===== config.mk =====
export PLATFORM = sky130hd
export DESIGN_NAME = e1_framer_common_control
export DESIGN_NICKNAME = d
export VERILOG_FILES = /design/src/rtl/e1_ctrl_pkg.sv /design/src/rtl/e1_framer_common_control.sv
export SDC_FILE = /design/constraint.sdc
export NUM_CORES = 1
export LEC_CHECK = 0
export ABC_AREA = 1
export ABC_CLOCK_PERIOD_IN_PS = 6200
export BUFFER_PORTS_ARGS = -buffer_cell sky130_fd_sc_hd__buf_2
export CORE_MARGIN = 4
export CORE_UTILIZATION = 45
export DETAILED_ROUTE_END_ITERATION = 10
export PLACE_DENSITY = 0.69
export SLEW_MARGIN = 0
export SYNTH_ARGS = -nofsm -noshare
export SYNTH_HDL_FRONTEND = slang
export SYNTH_SLANG_ARGS = --single-unit

===== constraint.sdc =====
create_clock -name i_clk -period 6.2 [get_ports i_clk]
set_clock_uncertainty 0.2 [all_clocks]
set_input_delay 0.93 -clock i_clk [delete_from_list [all_inputs] [get_ports i_clk]]
set_output_delay 0.93 -clock i_clk [all_outputs]
set_load 0.02 [all_outputs]

===== src/rtl/e1_ctrl_pkg.sv =====
// Package: register map, field positions, reset values and timing for E1 common control
package e1_ctrl_pkg;
	// Printed offsets are register indices; byte address is four times the index
	localparam logic [7:0] IDX_COMMON_CONTROL_ONE = 8'h19;
	localparam logic [7:0] IDX_COMMON_CONTROL_TWO = 8'h1a;
	localparam logic [7:0] IDX_COMMON_CONTROL_THREE = 8'h1b;
	localparam logic [7:0] IDX_STATUS = 8'h1c;
	localparam logic [9:0] ADDR_COMMON_CONTROL_ONE = {IDX_COMMON_CONTROL_ONE, 2'b00};
	localparam logic [9:0] ADDR_COMMON_CONTROL_TWO = {IDX_COMMON_CONTROL_TWO, 2'b00};
	localparam logic [9:0] ADDR_COMMON_CONTROL_THREE = {IDX_COMMON_CONTROL_THREE, 2'b00};
	localparam logic [9:0] ADDR_STATUS = {IDX_STATUS, 2'b00};

	localparam logic [7:0] RST_COMMON_CONTROL_ONE = 8'h00;
	localparam logic [7:0] RST_COMMON_CONTROL_TWO = 8'h00;
	localparam logic [7:0] RST_COMMON_CONTROL_THREE = 8'h00;

	// Field positions, common_control_one
	localparam int POS_FRAMER_LOOPBACK = 7;
	localparam int POS_RX_CRC4_ENABLE = 0;
	// Field positions, common_control_two
	localparam int POS_COUNTER_UPDATE_SELECT = 7;
	localparam int POS_VIOLATION_COUNT_SELECT = 6;
	localparam int POS_AUTO_AIS_ENABLE = 5;
	localparam int POS_AUTO_REMOTE_ALARM_ENABLE = 4;
	localparam int POS_RX_SERIAL_SQUELCH = 3;
	localparam int POS_TX_CLOCK_FALLBACK = 2;
	localparam int POS_RX_FORCE_FREEZE = 1;
	localparam int POS_RX_FREEZE_ENABLE = 0;
	// Field positions, common_control_three
	localparam int POS_TX_ELASTIC_ENABLE = 7;
	localparam int POS_TX_BLOCK_FUNCTION_SELECT = 6;
	localparam int POS_TX_IDLE_FUNCTION_SELECT = 5;
	localparam int POS_RX_SIGNALING_REINSERT = 3;
	localparam int POS_TX_HW_SIGNALING_INSERT = 2;
	localparam int POS_TX_BACKPLANE_CLOCK_SELECT = 1;
	localparam int POS_CARRIER_LOSS_ALT_CRITERIA = 0;

	// Timing
	localparam int CLK_PERIOD_NS = 10;
	localparam int TX_CLOCK_STOP_NS = 2000;
	localparam logic [7:0] TX_CLOCK_STOP_CYCLES = 8'(TX_CLOCK_STOP_NS / CLK_PERIOD_NS);
	localparam int FRAME_PERIOD_US = 125;
	localparam int UPDATE_LONG_MS = 1000;
	localparam int UPDATE_SHORT_FRAMES = 500;
	localparam logic [12:0] UPDATE_LONG_COUNT = 13'(UPDATE_LONG_MS * 1000 / FRAME_PERIOD_US);
	localparam logic [12:0] UPDATE_SHORT_COUNT = 13'(UPDATE_SHORT_FRAMES);
	localparam int CRC4_ALARM_MS = 128;
	localparam int CRC4_CONTINUOUS_MS = 400;
	localparam logic [11:0] CRC4_ALARM_FRAMES = 12'(CRC4_ALARM_MS * 1000 / FRAME_PERIOD_US);
	localparam logic [11:0] CRC4_CONTINUOUS_FRAMES =
		12'(CRC4_CONTINUOUS_MS * 1000 / FRAME_PERIOD_US);
	localparam logic [11:0] CARRIER_ZEROS_NORMAL = 12'd255;
	localparam logic [11:0] CARRIER_ZEROS_ALT = 12'd2048;

	localparam logic [1:0] HTRANS_NONSEQ = 2'b10;

	// Static transmit-side selections handed to the formatter
	typedef struct packed {
		logic tx_elastic_enable;
		logic tx_block_function_select;
		logic tx_idle_function_select;
		logic tx_backplane_clock_select;
		logic tx_hw_signaling_insert;
	} tx_cfg_t;

	// Receive-side conditions from the framer
	typedef struct packed {
		logic frame_loss;
		logic ais_received;
		logic fas_sync;
		logic crc4_mf_sync;
	} rx_cond_t;

	typedef enum logic [2:0] {
		CRC_WAIT = 3'b001,
		CRC_HUNT = 3'b010,
		CRC_LOCK = 3'b100
	} crc_state_t;
endpackage


===== src/rtl/e1_framer_common_control.sv =====
// E1 framer common control: registers, loopback, alarms, carrier loss, clock fallback
`timescale 1ns/100ps

module e1_framer_common_control
	import e1_ctrl_pkg::*;
(
	input wire logic i_clk,
	input wire logic i_nrst,
	// AHB-Lite slave
	input wire logic i_hsel,
	input wire logic [31:0] i_haddr,
	input wire logic [1:0] i_htrans,
	input wire logic i_hwrite,
	input wire logic [2:0] i_hsize,
	input wire logic [31:0] i_hwdata,
	input wire logic i_hready,
	output logic o_hreadyout,
	output logic o_hresp,
	output logic [31:0] o_hrdata,
	// Line pins
	input wire logic i_rx_line_positive,
	input wire logic i_rx_line_negative,
	input wire logic i_rx_line_clock,
	input wire logic i_tx_line_clock,
	output logic o_tx_line_positive,
	output logic o_tx_line_negative,
	output logic o_rx_clock,
	output logic o_tx_formatter_clock,
	// Transmit formatter data, same clock
	input wire logic i_tx_positive,
	input wire logic i_tx_negative,
	// Receive data into the framer core
	output logic o_rx_core_positive,
	output logic o_rx_core_negative,
	// Framer core status, same clock
	input wire rx_cond_t i_rx_cond,
	input wire logic i_frame_pulse,
	input wire logic i_bipolar_violation,
	input wire logic i_code_violation,
	input wire logic i_rx_serial_in,
	input wire logic i_signaling_slot,
	input wire logic i_signaling_bit,
	input wire logic i_freeze_event,
	// Results
	output logic o_rx_serial_data,
	output logic o_count_violation,
	output logic o_counter_latch,
	output logic o_rx_carrier_loss,
	output logic o_tx_ais,
	output logic o_tx_remote_alarm,
	output logic o_rx_crc4_enable,
	output logic o_rx_signaling_frozen,
	output tx_cfg_t o_tx_cfg
);
	// ==========================================================
	// Register bus
	logic [7:0] common_control_one, next_common_control_one;
	logic [7:0] common_control_two, next_common_control_two;
	logic [7:0] common_control_three, next_common_control_three;
	logic wr_pend, next_wr_pend;
	logic [9:0] wr_addr, next_wr_addr;
	logic [31:0] next_hrdata;
	logic [7:0] status;
	logic addr_phase;

	assign addr_phase = i_hsel && i_hready && (i_htrans == HTRANS_NONSEQ);
	assign o_hreadyout = 1'b1;
	assign o_hresp = 1'b0;

	always_comb begin
		next_common_control_one = common_control_one;
		next_common_control_two = common_control_two;
		next_common_control_three = common_control_three;
		next_wr_pend = addr_phase && i_hwrite;
		next_wr_addr = addr_phase ? i_haddr[9:0] : wr_addr;
		next_hrdata = 32'h0000_0000;
		if (wr_pend) begin
			unique case (wr_addr)
				ADDR_COMMON_CONTROL_ONE: next_common_control_one = i_hwdata[7:0];
				ADDR_COMMON_CONTROL_TWO: next_common_control_two = i_hwdata[7:0];
				ADDR_COMMON_CONTROL_THREE: next_common_control_three = i_hwdata[7:0];
				default: ;
			endcase
		end
		// Read of a word written in the previous data phase sees the new value
		if (addr_phase && !i_hwrite) begin
			unique case (i_haddr[9:0])
				ADDR_COMMON_CONTROL_ONE: next_hrdata = {24'h000000, next_common_control_one};
				ADDR_COMMON_CONTROL_TWO: next_hrdata = {24'h000000, next_common_control_two};
				ADDR_COMMON_CONTROL_THREE: next_hrdata = {24'h000000, next_common_control_three};
				ADDR_STATUS: next_hrdata = {24'h000000, status};
				default: next_hrdata = 32'h0000_0000;
			endcase
		end
	end

	always_ff @(posedge i_clk) begin
		if (!i_nrst) begin
			common_control_one <= RST_COMMON_CONTROL_ONE;
			common_control_two <= RST_COMMON_CONTROL_TWO;
			common_control_three <= RST_COMMON_CONTROL_THREE;
			wr_pend <= 1'b0;
			wr_addr <= 10'h000;
			o_hrdata <= 32'h0000_0000;
		end else begin
			common_control_one <= next_common_control_one;
			common_control_two <= next_common_control_two;
			common_control_three <= next_common_control_three;
			wr_pend <= next_wr_pend;
			wr_addr <= next_wr_addr;
			o_hrdata <= next_hrdata;
		end
	end

	logic loopback, crc4_en, update_sel, viol_sel, auto_ais, auto_rai;
	logic squelch, fallback_en, force_freeze, freeze_en, reinsert, alt_criteria;
	assign loopback = common_control_one[POS_FRAMER_LOOPBACK];
	assign crc4_en = common_control_one[POS_RX_CRC4_ENABLE];
	assign update_sel = common_control_two[POS_COUNTER_UPDATE_SELECT];
	assign viol_sel = common_control_two[POS_VIOLATION_COUNT_SELECT];
	assign auto_ais = common_control_two[POS_AUTO_AIS_ENABLE];
	assign auto_rai = common_control_two[POS_AUTO_REMOTE_ALARM_ENABLE];
	assign squelch = common_control_two[POS_RX_SERIAL_SQUELCH];
	assign fallback_en = common_control_two[POS_TX_CLOCK_FALLBACK];
	assign force_freeze = common_control_two[POS_RX_FORCE_FREEZE];
	assign freeze_en = common_control_two[POS_RX_FREEZE_ENABLE];
	assign reinsert = common_control_three[POS_RX_SIGNALING_REINSERT];
	assign alt_criteria = common_control_three[POS_CARRIER_LOSS_ALT_CRITERIA];

	// ==========================================================
	// Pin synchronisers: four pins, two stages, third stage for edges
	logic [3:0] pin_in, sync_a, next_sync_a, sync_b, next_sync_b, sync_c, next_sync_c;
	assign pin_in = {i_tx_line_clock, i_rx_line_clock, i_rx_line_negative, i_rx_line_positive};

	always_comb begin
		next_sync_a = pin_in;
		next_sync_b = sync_a;
		next_sync_c = sync_b;
	end

	always_ff @(posedge i_clk) begin
		if (!i_nrst) begin
			sync_a <= 4'h0;
			sync_b <= 4'h0;
			sync_c <= 4'h0;
		end else begin
			sync_a <= next_sync_a;
			sync_b <= next_sync_b;
			sync_c <= next_sync_c;
		end
	end

	logic rx_pos_s, rx_neg_s, rx_clk_s, tx_clk_s, tx_clk_edge, rx_clk_rise;
	assign rx_pos_s = sync_b[0];
	assign rx_neg_s = sync_b[1];
	assign rx_clk_s = sync_b[2];
	assign tx_clk_s = sync_b[3];
	assign tx_clk_edge = sync_b[3] ^ sync_c[3];
	assign rx_clk_rise = sync_b[2] & ~sync_c[2];

	// ==========================================================
	// Line path, loopback and clock fallback
	logic [7:0] tx_idle_cnt, next_tx_idle_cnt;
	logic fallback, next_fallback;
	logic next_tx_pos, next_tx_neg, next_core_pos, next_core_neg;
	logic next_rx_clock, next_formatter_clock;

	always_comb begin
		next_tx_pos = i_tx_positive;
		next_tx_neg = i_tx_negative;
		// Receive pins dropped in loopback
		next_core_pos = loopback ? i_tx_positive : rx_pos_s;
		next_core_neg = loopback ? i_tx_negative : rx_neg_s;
		next_rx_clock = loopback ? tx_clk_s : rx_clk_s;
		next_tx_idle_cnt = tx_idle_cnt;
		if (tx_clk_edge) begin
			next_tx_idle_cnt = 8'h00;
		end else if (tx_idle_cnt != TX_CLOCK_STOP_CYCLES) begin
			next_tx_idle_cnt = tx_idle_cnt + 8'h01;
		end
		// Returns to the transmit clock as soon as it toggles again
		next_fallback = fallback_en && (next_tx_idle_cnt == TX_CLOCK_STOP_CYCLES);
		next_formatter_clock = fallback ? rx_clk_s : tx_clk_s;
	end

	always_ff @(posedge i_clk) begin
		if (!i_nrst) begin
			o_tx_line_positive <= 1'b0;
			o_tx_line_negative <= 1'b0;
			o_rx_core_positive <= 1'b0;
			o_rx_core_negative <= 1'b0;
			o_rx_clock <= 1'b0;
			o_tx_formatter_clock <= 1'b0;
			tx_idle_cnt <= 8'h00;
			fallback <= 1'b0;
		end else begin
			o_tx_line_positive <= next_tx_pos;
			o_tx_line_negative <= next_tx_neg;
			o_rx_core_positive <= next_core_pos;
			o_rx_core_negative <= next_core_neg;
			o_rx_clock <= next_rx_clock;
			o_tx_formatter_clock <= next_formatter_clock;
			tx_idle_cnt <= next_tx_idle_cnt;
			fallback <= next_fallback;
		end
	end

	// ==========================================================
	// Carrier loss: consecutive zeros at the receive clock
	logic [11:0] zero_cnt, next_zero_cnt;
	logic carrier_loss, next_carrier_loss;
	logic [11:0] zero_limit;
	logic line_mark;

	assign zero_limit = alt_criteria ? CARRIER_ZEROS_ALT : CARRIER_ZEROS_NORMAL;
	assign line_mark = next_core_pos | next_core_neg;

	always_comb begin
		next_zero_cnt = zero_cnt;
		if (rx_clk_rise) begin
			if (line_mark) begin
				next_zero_cnt = 12'h000;
			end else if (zero_cnt != CARRIER_ZEROS_ALT) begin
				next_zero_cnt = zero_cnt + 12'h001;
			end
		end
		next_carrier_loss = (next_zero_cnt >= zero_limit);
	end

	always_ff @(posedge i_clk) begin
		if (!i_nrst) begin
			zero_cnt <= 12'h000;
			carrier_loss <= 1'b0;
		end else begin
			zero_cnt <= next_zero_cnt;
			carrier_loss <= next_carrier_loss;
		end
	end

	// ==========================================================
	// Counter update period and violation select
	logic [12:0] frame_cnt, next_frame_cnt;
	logic next_latch, next_viol;
	logic [12:0] update_limit;

	assign update_limit = update_sel ? UPDATE_SHORT_COUNT : UPDATE_LONG_COUNT;

	always_comb begin
		next_frame_cnt = frame_cnt;
		next_latch = 1'b0;
		if (i_frame_pulse) begin
			if (frame_cnt + 13'h0001 >= update_limit) begin
				next_frame_cnt = 13'h0000;
				next_latch = 1'b1;
			end else begin
				next_frame_cnt = frame_cnt + 13'h0001;
			end
		end
		next_viol = viol_sel ? i_code_violation : i_bipolar_violation;
	end

	always_ff @(posedge i_clk) begin
		if (!i_nrst) begin
			frame_cnt <= 13'h0000;
			o_counter_latch <= 1'b0;
			o_count_violation <= 1'b0;
		end else begin
			frame_cnt <= next_frame_cnt;
			o_counter_latch <= next_latch;
			o_count_violation <= next_viol;
		end
	end

	// ==========================================================
	// CRC4 multiframe search timer, counted in frames
	crc_state_t crc_state, next_crc_state;
	logic [11:0] crc_frames, next_crc_frames;
	logic crc_alarm, crc_continuous;

	always_comb begin
		next_crc_state = crc_state;
		next_crc_frames = crc_frames;
		unique case (crc_state)
			CRC_WAIT: begin
				next_crc_frames = 12'h000;
				if (crc4_en && i_rx_cond.fas_sync) begin
					next_crc_state = CRC_HUNT;
				end
			end
			CRC_HUNT: begin
				if (!crc4_en || !i_rx_cond.fas_sync) begin
					next_crc_state = CRC_WAIT;
				end else if (i_rx_cond.crc4_mf_sync) begin
					next_crc_state = CRC_LOCK;
				end else if (i_frame_pulse && crc_frames != CRC4_CONTINUOUS_FRAMES) begin
					next_crc_frames = crc_frames + 12'h001;
				end
			end
			CRC_LOCK: begin
				next_crc_frames = 12'h000;
				if (!crc4_en || !i_rx_cond.fas_sync || !i_rx_cond.crc4_mf_sync) begin
					next_crc_state = CRC_WAIT;
				end
			end
		endcase
	end

	always_ff @(posedge i_clk) begin
		if (!i_nrst) begin
			crc_state <= CRC_WAIT;
			crc_frames <= 12'h000;
		end else begin
			crc_state <= next_crc_state;
			crc_frames <= next_crc_frames;
		end
	end

	assign crc_alarm = (crc_state == CRC_HUNT) && (crc_frames >= CRC4_ALARM_FRAMES);
	assign crc_continuous = (crc_state == CRC_HUNT) && (crc_frames >= CRC4_CONTINUOUS_FRAMES);

	// ==========================================================
	// Automatic alarms and receive serial output
	logic rx_defect;
	logic next_ais, next_rai, next_rx_serial_data, next_frozen;
	logic held_sig, next_held_sig, freezing;

	assign rx_defect = i_rx_cond.frame_loss | i_rx_cond.ais_received | carrier_loss;
	// Both enables at once is a host error; the freeze is still reported as set
	assign freezing = reinsert && (force_freeze || (freeze_en && i_freeze_event));

	always_comb begin
		next_ais = auto_ais && rx_defect;
		next_rai = auto_rai && (rx_defect || crc_alarm || crc_continuous);
		next_held_sig = held_sig;
		next_rx_serial_data = i_rx_serial_in;
		if (reinsert && i_signaling_slot) begin
			next_rx_serial_data = freezing ? held_sig : i_signaling_bit;
			if (!freezing) begin
				next_held_sig = i_signaling_bit;
			end
		end
		if (squelch && i_rx_cond.frame_loss) begin
			next_rx_serial_data = 1'b1;
		end
		next_frozen = freezing;
	end

	always_ff @(posedge i_clk) begin
		if (!i_nrst) begin
			o_tx_ais <= 1'b0;
			o_tx_remote_alarm <= 1'b0;
			o_rx_serial_data <= 1'b1;
			o_rx_signaling_frozen <= 1'b0;
			held_sig <= 1'b1;
		end else begin
			o_tx_ais <= next_ais;
			o_tx_remote_alarm <= next_rai;
			o_rx_serial_data <= next_rx_serial_data;
			o_rx_signaling_frozen <= next_frozen;
			held_sig <= next_held_sig;
		end
	end

	// ==========================================================
	// Static selections and status
	assign o_tx_cfg.tx_elastic_enable = common_control_three[POS_TX_ELASTIC_ENABLE];
	assign o_tx_cfg.tx_block_function_select =
		common_control_three[POS_TX_BLOCK_FUNCTION_SELECT];
	assign o_tx_cfg.tx_idle_function_select =
		common_control_three[POS_TX_IDLE_FUNCTION_SELECT];
	assign o_tx_cfg.tx_backplane_clock_select = common_control_three[POS_TX_BACKPLANE_CLOCK_SELECT];
	assign o_tx_cfg.tx_hw_signaling_insert = common_control_three[POS_TX_HW_SIGNALING_INSERT];
	assign o_rx_crc4_enable = crc4_en;
	assign o_rx_carrier_loss = carrier_loss;
	assign status = {3'b000, freezing, crc_continuous, crc_alarm, fallback, carrier_loss};
endmodule // e1_framer_common_control


-- Yosys cells after proc, flatten, opt, wreduce, memory -nomap -nowiden
Cells that the tools add are included.
W data, S select, Z words.
- RAM bits: 0
- latch bits: 0
- logic and storage cells: 127
- bits in registers: 142
- bits in read-only memories: 0
- memories: 0
- output and inout port bits: 53
- magnitude comparators: 4
- equality and inequality tests: 21
- bitwise logic cells: 7
- shift-type cells: 0
- multiplexer cells: 32
- div/mod/pow operators: 0
- reduce and logical (&&, ||, !) cells: 30
- multiply operators: 0
- add/sub/neg operators: 4
- operators with widths (operator ; number):
    $mux W12 ; 7
    $eq A10 B7 Y1 const B ; 7
    $mux W8 ; 8
    $pmux W8 S4 ; 1
    $mux W13 ; 2
    $add A12 B1 Y12 const B ; 2
    $ne A12 B12 Y1 const B ; 2
    $pmux W12 S2 ; 1
    $logic_and A1 B1 Y1 ; 15
    $add A13 B1 Y13 const B ; 1
    $ge A13 B13 Y1 ; 1
    $ge A12 B11 Y1 const B ; 1
    $ge A12 B12 Y1 ; 1
    $ge A12 B12 Y1 const B ; 1
    $mux W3 ; 4
    $ne A2 B2 Y1 const B ; 5
    $pmux W3 S3 ; 1
    $add A8 B1 Y8 const B ; 1
    $eq A8 B8 Y1 const B ; 1
    $mux W1 ; 8
    $ne A8 B8 Y1 const B ; 1
    $reduce_and A3 Y1 ; 2
    $logic_or A1 B1 Y1 ; 5
    $logic_not A1 Y1 ; 4
    other kinds (11) ; 16

-- Depth between registers and ports, before layout
Gate-level depths: netlist of the first run.
- depth in word-level cells: 6
- gate-level depth with buffers: 22

-- Least setup slack after synthesis of the first run
OpenSTA, ideal clock, no wires.
- path kind: input-to-reg
- start: input i_tx_negative
- end: register carrier_loss (netlist: o_rx_carrier_loss)
- arrival time: 2.488 ns
- stages: 14
- setup time: 0.132 ns
- setup slack: 3.380 ns
- path buffers: 0
- required time: 5.868 ns
- cell sequence: nand2_1 nand2_1 nor2_2 nor2_1 inv_1 o21ai_1 a21boi_1 ha_1 a21oi_1 o21ai_0 a21oi_1 nand3_1 nand2_1 a21oi_1
- cells in the longest elaborated chain, start to end: 5
- ends and longest elaborated chain (element ; RTL line ; source):
    start: declaration ; e1_framer_common_control.sv:31 ; input wire logic i_tx_negative,
    $mux W1 ; e1_framer_common_control.sv:173 ; next_core_neg = loopback ? i_tx_negative : rx_neg_s;
    $or A1 B1 Y1 ; e1_framer_common_control.sv:216 ; assign line_mark = next_core_pos | next_core_neg;
    $mux W12 ; e1_framer_common_control.sv:221 ; if (line_mark) begin
    $mux W12 ; e1_framer_common_control.sv:220 ; if (rx_clk_rise) begin
    via next_zero_cnt[7] ; e1_framer_common_control.sv:210 ; logic [11:0] zero_cnt, next_zero_cnt;
    $ge A12 B12 Y1 ; e1_framer_common_control.sv:227 ; next_carrier_loss = (next_zero_cnt >= zero_limit);
    end signal: assignment ; e1_framer_common_control.sv:236 ; carrier_loss <= next_carrier_loss;
    end: declaration ; e1_framer_common_control.sv:211 ; logic carrier_loss, next_carrier_loss;
The timed path passes the listed nets, and every way through them passes these cells.
A chain may end at the register's enable or synchronous reset.

-- Worst setup path in the final report of the first run
- start: register frame_cnt[0]
- end: register frame_cnt[11]
- cells in the longest elaborated chain, start to end: 3
- ends and longest elaborated chain (element ; RTL line ; source):
    start: declaration ; e1_framer_common_control.sv:242 ; logic [12:0] frame_cnt, next_frame_cnt;
    start signal: assignment ; e1_framer_common_control.sv:268 ; frame_cnt <= next_frame_cnt;
    $add A13 B1 Y13 (*) ; e1_framer_common_control.sv:252, e1_framer_common_control.sv:256 ;
    $ge A13 B13 Y1 ; e1_framer_common_control.sv:252 ; if (frame_cnt + 13'h0001 >= update_limit) begin
    $mux W13 (*) ; e1_framer_common_control.sv:252 ;
Mark *: on every way between the ends. The rest lies on a longest branch, timed or not.

==> out/metrics.yaml, run 1 <==
power_and_ir_drop:
  power_density_nw_per_um2: 261
  comb_power_share_pct: 5.2
  power.switching_mw: 0.429
  pwr-share-seq_pct: 41.2
  p_leak_nw: 3.34
  netSwitchingFraction_pct: 23.1
  p_int_mw: 1.43
  total_power_mw: 1.86
  peakVddDrop_mv: 0.200
  power.share.clock_pct: 53.5
routing:
  drc: 0
  viasPerCell: 4.81
  ant_nets: 0
  wl_per_cell_um: 12.3
  finalWirelength_um: 14200
  first_pass_iters: 5
  drtIter0Drc: 373
  vias: 5564
run_status:
  status: "finished clean"
global_routing:
  antenna_found_initial: 0
  grt_max_degree: 58
  grt_pass1_vias: 4998
  grt_pass1_wl_um: 23900
  grt_usage_pct: 18.5
  overflow: 0
clocking:
  ctsLongestPathBuffers: 2
  root_buffer: "clkbuf_16"
  cts_setup_buffers: 0
  cts.clk_slew.worst_paths_ns: 0.05
  htree_levels: 4
  cts_made_buffers: 17
  cts_tree: "done"
  hold_buffers: 0
  cts_resized: 0
  cts.sinks: 116
  clk_latency_ns: 0.42
synth:
  ys_async_sr_fraction_pct: 0
  yosysTopAreaCellShare_pct: 37.6
  synth_edf_count: 0
  synthFlopType: "dfxtp_1"
  ys_seq_area_share_pct: 37.6
  syn-instance-count: 903
  yosysUniqueCellTypes: 39
  synthTopCellsByArea: "dfxtp_1 38%, nand2_1 12%, inv_1 8.4%"
  avgSynthCellArea_sq_um: 6.84
  synth_area_leader_cell: "dfxtp_1"
  syn_area_sq_um: 6170
  yosys_warnings: 0
  synth-seq-cells: 116
placed_design:
  io_buffer_count: 68
  hpwl_um: 10500
  globalplace.congestion: 0.889
setup_path:
  path_common_cell: "nand2_1"
  r2r_cells: 15
  path_buf_inv: 1
  critPathLaunch: "frame_cnt[0]$_SDFFE_PN0P_"
  crit_family: "simple AND/OR/NAND/NOR gates"
  cp_cell_sequence: "ha_1 > nand2_1 > nor2_2 > nand3_2 > nor3_1 > xor2_1 > inv_1 > ha_1 > a21oi_1 > nor2_1 > a211oi_1 > nand2_1 > nand2_1 > nand2_2 > nor2_1"
  cp_num_cells: 15
  arrival_ns: 3.25
  worst_path_largest_cell_delay_ns: 0.38
  path_class: "flop to flop"
  critPathMaxFanout: 13
  crit_path_end_kind: "flop"
  cp.required_ns: 6.34
  crit_path_start_kind: "flop"
  rr_startpoint: "frame_cnt[0]$_SDFFE_PN0P_"
  critPathSlowestCell: "nor3_1"
min_path:
  min-delay-start: "next_sync_b[2]$_SDFF_PN0_"
  hold_depth: 2
  hold_path_class: "flop to flop"
timing:
  period_needed_ns: 3.11
  fmax_mhz: 322
  relSlewSlack_pct: 33.8
  fin_setup_tns_ns: 0
  rsz0062_at_grt: "false"
  max_slew.worst_pin.slew_ns: 0.992
  drv_slew: 0
  hold_viol_final: 0
  final-setup-viol-count: 0
  post-route-period-util_pct: 50.1
final_layout:
  final_common_cell: "nand2_1"
  areaGrowthSynthToFinish_pct: 15.2
  n_fill_cell: 1360
  final_cell_mix: "190 x nand2_1, 137 x inv_1, 132 x nor2_1"
  layout-drive-gt1-share_pct: 11.8
  nets: 1080
floorplan:
  initial_core_util_pct: 46.2
  core_area_sq_um: 13300
  rows: 42
  die_y_um: 125
  fp.dieW_um: 125
  dieArea_sq_um: 15700
  ios: 144
job:
  maxCapViolCount: 0
area by class of cell:
cell class                 count  area (sq um)  area share (%)
sequential                   116          2320            32.7
clock inverter                11           154            2.16
clock buffer                  21           450            6.33
inverter                     143           537            7.55
antenna                        1          2.50          0.0352
multi-input combinational    619          3080            43.3
tap                          176           220            3.10
timing repair buffer          69           348            4.89
cells in the mapped netlist (2+ instances only):
cell / count
buf_4: 31
a211oi_1: 3
o21ai_1: 16
nand3_2: 2
nand4_1: 10
dfxtp_1: 116
o21ai_0: 31
nand3b_1: 2
nor2_1: 132
nor4_1: 7
clkinv_1: 2
nor2_2: 3
buf_2: 2
inv_1: 138
nor4_4: 4
buf_6: 3
nand3_1: 70
conb_1: 2
xnor2_1: 6
nand2_2: 3
xor2_1: 18
a21oi_1: 31
and2_1: 4
nand2_1: 190
inv_2: 3
clkbuf_1: 12
ha_1: 23
nor3_1: 28
per-stage QoR:
step / cell area, sq um / setup slack [ns] / utilization, % / instances / hold slack, ns
after CTS: 7110 / 3.13 / 53.3 / 1155 / 0.208
final: 7110 / 3.09 / 53.3 / 1156 / 0.208
after floorplan: 6260 / 3.38 / - / 927 / 0.190
after detailed placement: 6500 / 2.88 / 48.7 / 1123 / 0.195
after global placement: 6500 / 2.92 / 48.7 / 1123 / 0.196
after global routing: 7110 / 2.82 / 53.3 / 1155 / 0.223
power groups by stage:
stage | Sequential, mW | Combinational, mW | Clock, mW
after global placement | 0.782 | 0.0952 | 0
after detailed placement | 0.782 | 0.0968 | 0
after global routing | 0.767 | 0.111 | 1.04
after CTS | 0.766 | 0.0974 | 1.01
after floorplan | 0.783 | 0.0792 | 0
final | 0.766 | 0.0976 | 0.995
state kept, by name, summed over array words and instances (netlist names), 2 cells and up:
signal,cells
next_sync_c,4
tx_idle_cnt,8
common_control_three,8
sync_c,2
o_hrdata,8
common_control_two,8
common_control_one,8
frame_cnt,13
next_sync_b,4
crc_frames,12
wr_addr,10
crc_state,3
zero_cnt,12
worst min-delay path: stages (launching register included):
cell     delay (ns)
dfxtp_1        0.30
nand2_1        0.04
inv_1          0.04
metal layers:
layer	track usage, %	part of all wire [%]	up-vias
li1	-	-	2921
met1	24.6	47	2500
met2	29.4	45	122
met3	4.78	5.5	21
met4	6.25	2.1	0
met5	0	0	-
worst paths after layout:
path	slack [ns]	end
worst min-delay path	0.21	next_sync_c[2]$_SDFF_PN0_
worst min register to register	0.21	next_sync_c[2]$_SDFF_PN0_
worst max register to register	3.09	frame_cnt[11]$_SDFFE_PN0P_
worst max-delay path	3.09	frame_cnt[11]$_SDFFE_PN0P_
cell families after synthesis:
kind of cell,count (synthesis),share of synthesized area [%]
AOI/OAI and AO/OA,88,7.56
xor gates and xnor gates,24,3.41
adders and majority gates,23,4.66
buffers and inverters,192,14.0
DFF,116,37.6
muxes,1,0.162
other,2,0.122
and+or+nand+nor,457,32.5
(Power assumes the default switching activity.)
==> run 2, diff against run 1 <==
--- a/config.mk
+++ b/config.mk
@@ -6,12 +6,12 @@
 export NUM_CORES = 1
 export LEC_CHECK = 0
 export ABC_AREA = 1
-export ABC_CLOCK_PERIOD_IN_PS = 6200
+export ABC_CLOCK_PERIOD_IN_PS = 2500
 export BUFFER_PORTS_ARGS = -buffer_cell sky130_fd_sc_hd__buf_2
 export CORE_MARGIN = 4
 export CORE_UTILIZATION = 45
 export DETAILED_ROUTE_END_ITERATION = 10
-export PLACE_DENSITY = 0.69
+export PLACE_DENSITY = 0.71
 export SLEW_MARGIN = 0
 export SYNTH_ARGS = -nofsm -noshare
 export SYNTH_HDL_FRONTEND = slang
==> constraint.sdc (replaced) <==
create_clock -name i_clk -period 2.5 [get_ports i_clk]
set_clock_uncertainty 0.2 [all_clocks]
set_input_delay 0.375 -clock i_clk [delete_from_list [all_inputs] [get_ports i_clk]]
set_output_delay 0.375 -clock i_clk [all_outputs]
set_load 0.02 [all_outputs]
==> run 2 against run 1 <==
The flow now finishes with violations (negative setup slack). First-iteration DRC count fell by 21%. Largest cell class unchanged. Via count rose by 7.0%. Maximum frequency rose by 19%. Critical path depth rose by 2. Count of clock-buffer cells in the layout fell by 1. Sequential share of layout area fell by 3.6 points. Hold slack got worse by 0.19 ns. Core utilization rose by 6.7 points. Worst setup slack got worse by 3.2 ns. Critical path type unchanged. Highest routed layer is now met5. Final cell count rose by 7.1%. Clock power rose by 130%. Cell area rose by 13%.
==> out/metrics.yaml, run 2 (synthesis gave the netlist of run 1 again) <==
placed_design:
  placed_area_sq_um: 7010  # was 6500 sq um
  io_buffer_count: 68  # unchanged
  dp.cells: 1187  # was 1123
  hpwl_um: 11000  # was 10500 um
  globalplace.congestion: 0.891  # was 0.889
global_routing:
  grt_usage_pct: 19.5  # was 18.5%
  overflow: 0  # unchanged
  grt_pass1_vias: 5584  # was 4998
  antenna_found_initial: 1  # was 0
  grt_max_degree: 21  # was 58
  grt_pass1_wl_um: 25300  # was 23900 um
floorplan:
  ios: 144  # unchanged
  core_area_sq_um: 13300  # unchanged
  fp.dieW_um: 125  # unchanged
  die_y_um: 125  # unchanged
  initial_core_util_pct: 46.2  # unchanged
  dieArea_sq_um: 15700  # unchanged
  rows: 42  # unchanged
clocking:
  ctsLongestPathBuffers: 2  # unchanged
  clk_latency_ns: 0.42  # about the same
  root_buffer: "clkbuf_16"  # unchanged
  cts.sinks: 116  # unchanged
  cts_made_buffers: 17  # unchanged
  htree_levels: 4  # unchanged
  cts.clk_slew.worst_paths_ns: 0.05  # about the same
  cts_tree: "done"  # unchanged
timing:
  relSlewSlack_pct: 58.3  # was 33.8%
  drv_slew: 0  # unchanged
  fmax_mhz: 382  # was 322 MHz
  post-route-period-util_pct: 105  # was 50.1%
  hold_viol_final: 0  # unchanged
  fin_setup_tns_ns: -1.40  # was 0 ns
  setup_slack_ns: -0.120  # was 3.09 ns
  max_slew.worst_pin.slew_ns: 0.620  # was 0.992 ns
  rsz0062_at_grt: "true"  # was false
  period_needed_ns: 2.62  # was 3.11 ns
  finalHoldWorstSlack_ns: 0.0185  # was 0.208 ns
  final-setup-viol-count: 15  # was 0
setup_path:
  crit_path_start_kind: "flop"  # unchanged
  critPathCapture: "frame_cnt[12]$_SDFFE_PN0P_"  # was frame_cnt[11]$_SDFFE_PN0P_
  crit_path_end_kind: "flop"  # unchanged
  arrival_ns: 2.77  # was 3.25 ns
  rr_startpoint: "frame_cnt[0]$_SDFFE_PN0P_"  # unchanged
  cp.required_ns: 2.65  # was 6.34 ns
  critPathLaunch: "frame_cnt[0]$_SDFFE_PN0P_"  # unchanged
  r2r_cells: 17  # was 15
  path_class: "flop to flop"  # unchanged
  critPathMaxFanout: 7  # was 13
  reg2reg_to: "frame_cnt[12]$_SDFFE_PN0P_"  # was frame_cnt[11]$_SDFFE_PN0P_
  worst-r2r-setup-slack_ns: -0.12  # was 3.09 ns
job:
  maxCapViolCount: 0  # unchanged
final_layout:
  nets: 1163  # was 1080
  final_common_cell: "nand2_1"  # unchanged
  final_cells: 1238  # was 1156
  layout-drive-gt1-share_pct: 22.2  # was 11.8%
  n_antenna_cell: 0  # was 1
  largest_register: "frame_cnt"  # unchanged
  final_cell_area_sq_um: 8000  # was 7110 sq um
  final_cell_mix: "181 x nand2_1, 133 x inv_1, 119 x nor2_1"  # was 190 x nand2_1, 137 x inv_1, 132 x nor2_1
  largest_register_ffs: 13  # unchanged
  reg.largest.list: "frame_cnt (13), crc_frames (12), zero_cnt (12)"  # unchanged
  areaGrowthSynthToFinish_pct: 29.6  # was 15.2%
power_and_ir_drop:
  power_density_nw_per_um2: 566  # was 261 nW/um^2
  netSwitchingFraction_pct: 24.0  # was 23.1%
  p_int_mw: 3.44  # was 1.43 mW
  p_leak_nw: 3.78  # was 3.34 nW
  power.switching_mw: 1.09  # was 0.429 mW
  power.share.clock_pct: 51.0  # was 53.5%
  comb_power_share_pct: 7.1  # was 5.2%
  pwr-share-seq_pct: 42.0  # was 41.2%
  peakVddDrop_mv: 0.541  # was 0.200 mV
run_status:
  status: "complete, but fails checks"  # was finished clean
  failed_checks: "negative setup slack"
routing:
  vias: 5951  # was 5564
  first_pass_iters: 5  # unchanged
  ant_nets: 0  # unchanged
  viasPerCell: 4.81  # about the same
  wl_per_cell_um: 12.5  # was 12.3 um
  drtIter0Drc: 295  # was 373
  drc: 0  # unchanged
  finalWirelength_um: 15500  # was 14200 um
min_path:
  hold_path_class: "input pin to flop"  # was flop to flop
==> run 2: worst min path at each step <==
stage / endpoint / cells after the start / slack, ns / start
floorplan: next_sync_c[0]$_SDFF_PN0_ / 2 / 0.19 / next_sync_b[0]$_SDFF_PN0_
global placement: next_sync_c[2]$_SDFF_PN0_ / 2 / 0.20 / next_sync_b[2]$_SDFF_PN0_
detailed placement: next_sync_c[2]$_SDFF_PN0_ / 2 / 0.20 / next_sync_b[2]$_SDFF_PN0_
CTS: o_rx_serial_data$_SDFF_PP1_ / 3 / 0.002 / i_rx_cond[3]
global route: o_rx_core_positive$_SDFF_PN0_ / 3 / 0.03 / i_tx_positive
finish: o_rx_serial_data$_SDFF_PP1_ / 3 / 0.02 / i_rx_cond[3]
==> run 2: worst max-delay path, cell delays in order, from the launching register on <==
cell      delay (ns)
dfxtp_2         0.35
ha_4            0.15
nand2_4         0.05
nor2_4          0.11
nand3_4         0.09
nor3_4          0.20
buf_4           0.16
nand3_2         0.05
nand2_2         0.07
nand2_2         0.07
ha_4            0.26
nand2_2         0.06
nor2_2          0.04
a211oi_2        0.21
nand2_2         0.12
nand2_4         0.15
nand2_8         0.11
nor2_1          0.10
==> run 2: per-stage QoR <==
stage          util, %  power (mW)  setup slack (ns)
2_1_floorplan        -        2.14           0.00167
3_3_place_gp      52.5        2.21            -0.143
3_5_place_dp      52.5        2.21            -0.216
4_1_cts           58.9        4.54            -0.118
5_1_grt           59.9        4.68            -0.303
6_report          59.9        4.53            -0.120
==> run 2: final cells by class <==
type	instances	area (sq um)
clock buffer	20	467
clock inverter	12	106
fill	1225	5350
inverter	143	537
multi-input combinational	620	3340
sequential	116	2330
tap	176	220
timing repair buffer	151	1010
==> run 2: routing by layer <==
| layer | up-vias | GRT usage, % | part of all wire, % |
|---|---|---|---|
| met2 | 153 | 31.9 | 47 |
| li1 | 3097 | - | - |
| met5 | - | 0 | 0.045 |
| met1 | 2664 | 24.6 | 44 |
| met3 | 35 | 5.54 | 5.7 |
| met4 | 2 | 7.27 | 2.6 |
==> run 2: what timing repair did <==
item / 4_1_cts / 5_1_grt
pin swaps: 16 / 27
hold buffers: 14 / 0
cloned: 1 / 0
setup endpoints to repair: 15 / 15
endpoints found under the hold margin: 13 / 0
gates resized for setup: 23 / 38
buffers inserted: 2 / 2
==> run 2: power groups by stage <==
stage          combinational (mW)  clock (mW)  sequential [mW]
2_1_floorplan               0.197           0             1.94
3_3_place_gp                0.271           0             1.94
3_5_place_dp                0.276           0             1.94
4_1_cts                     0.300        2.34             1.90
5_1_grt                     0.355        2.43             1.90
6_report                    0.320        2.31             1.90
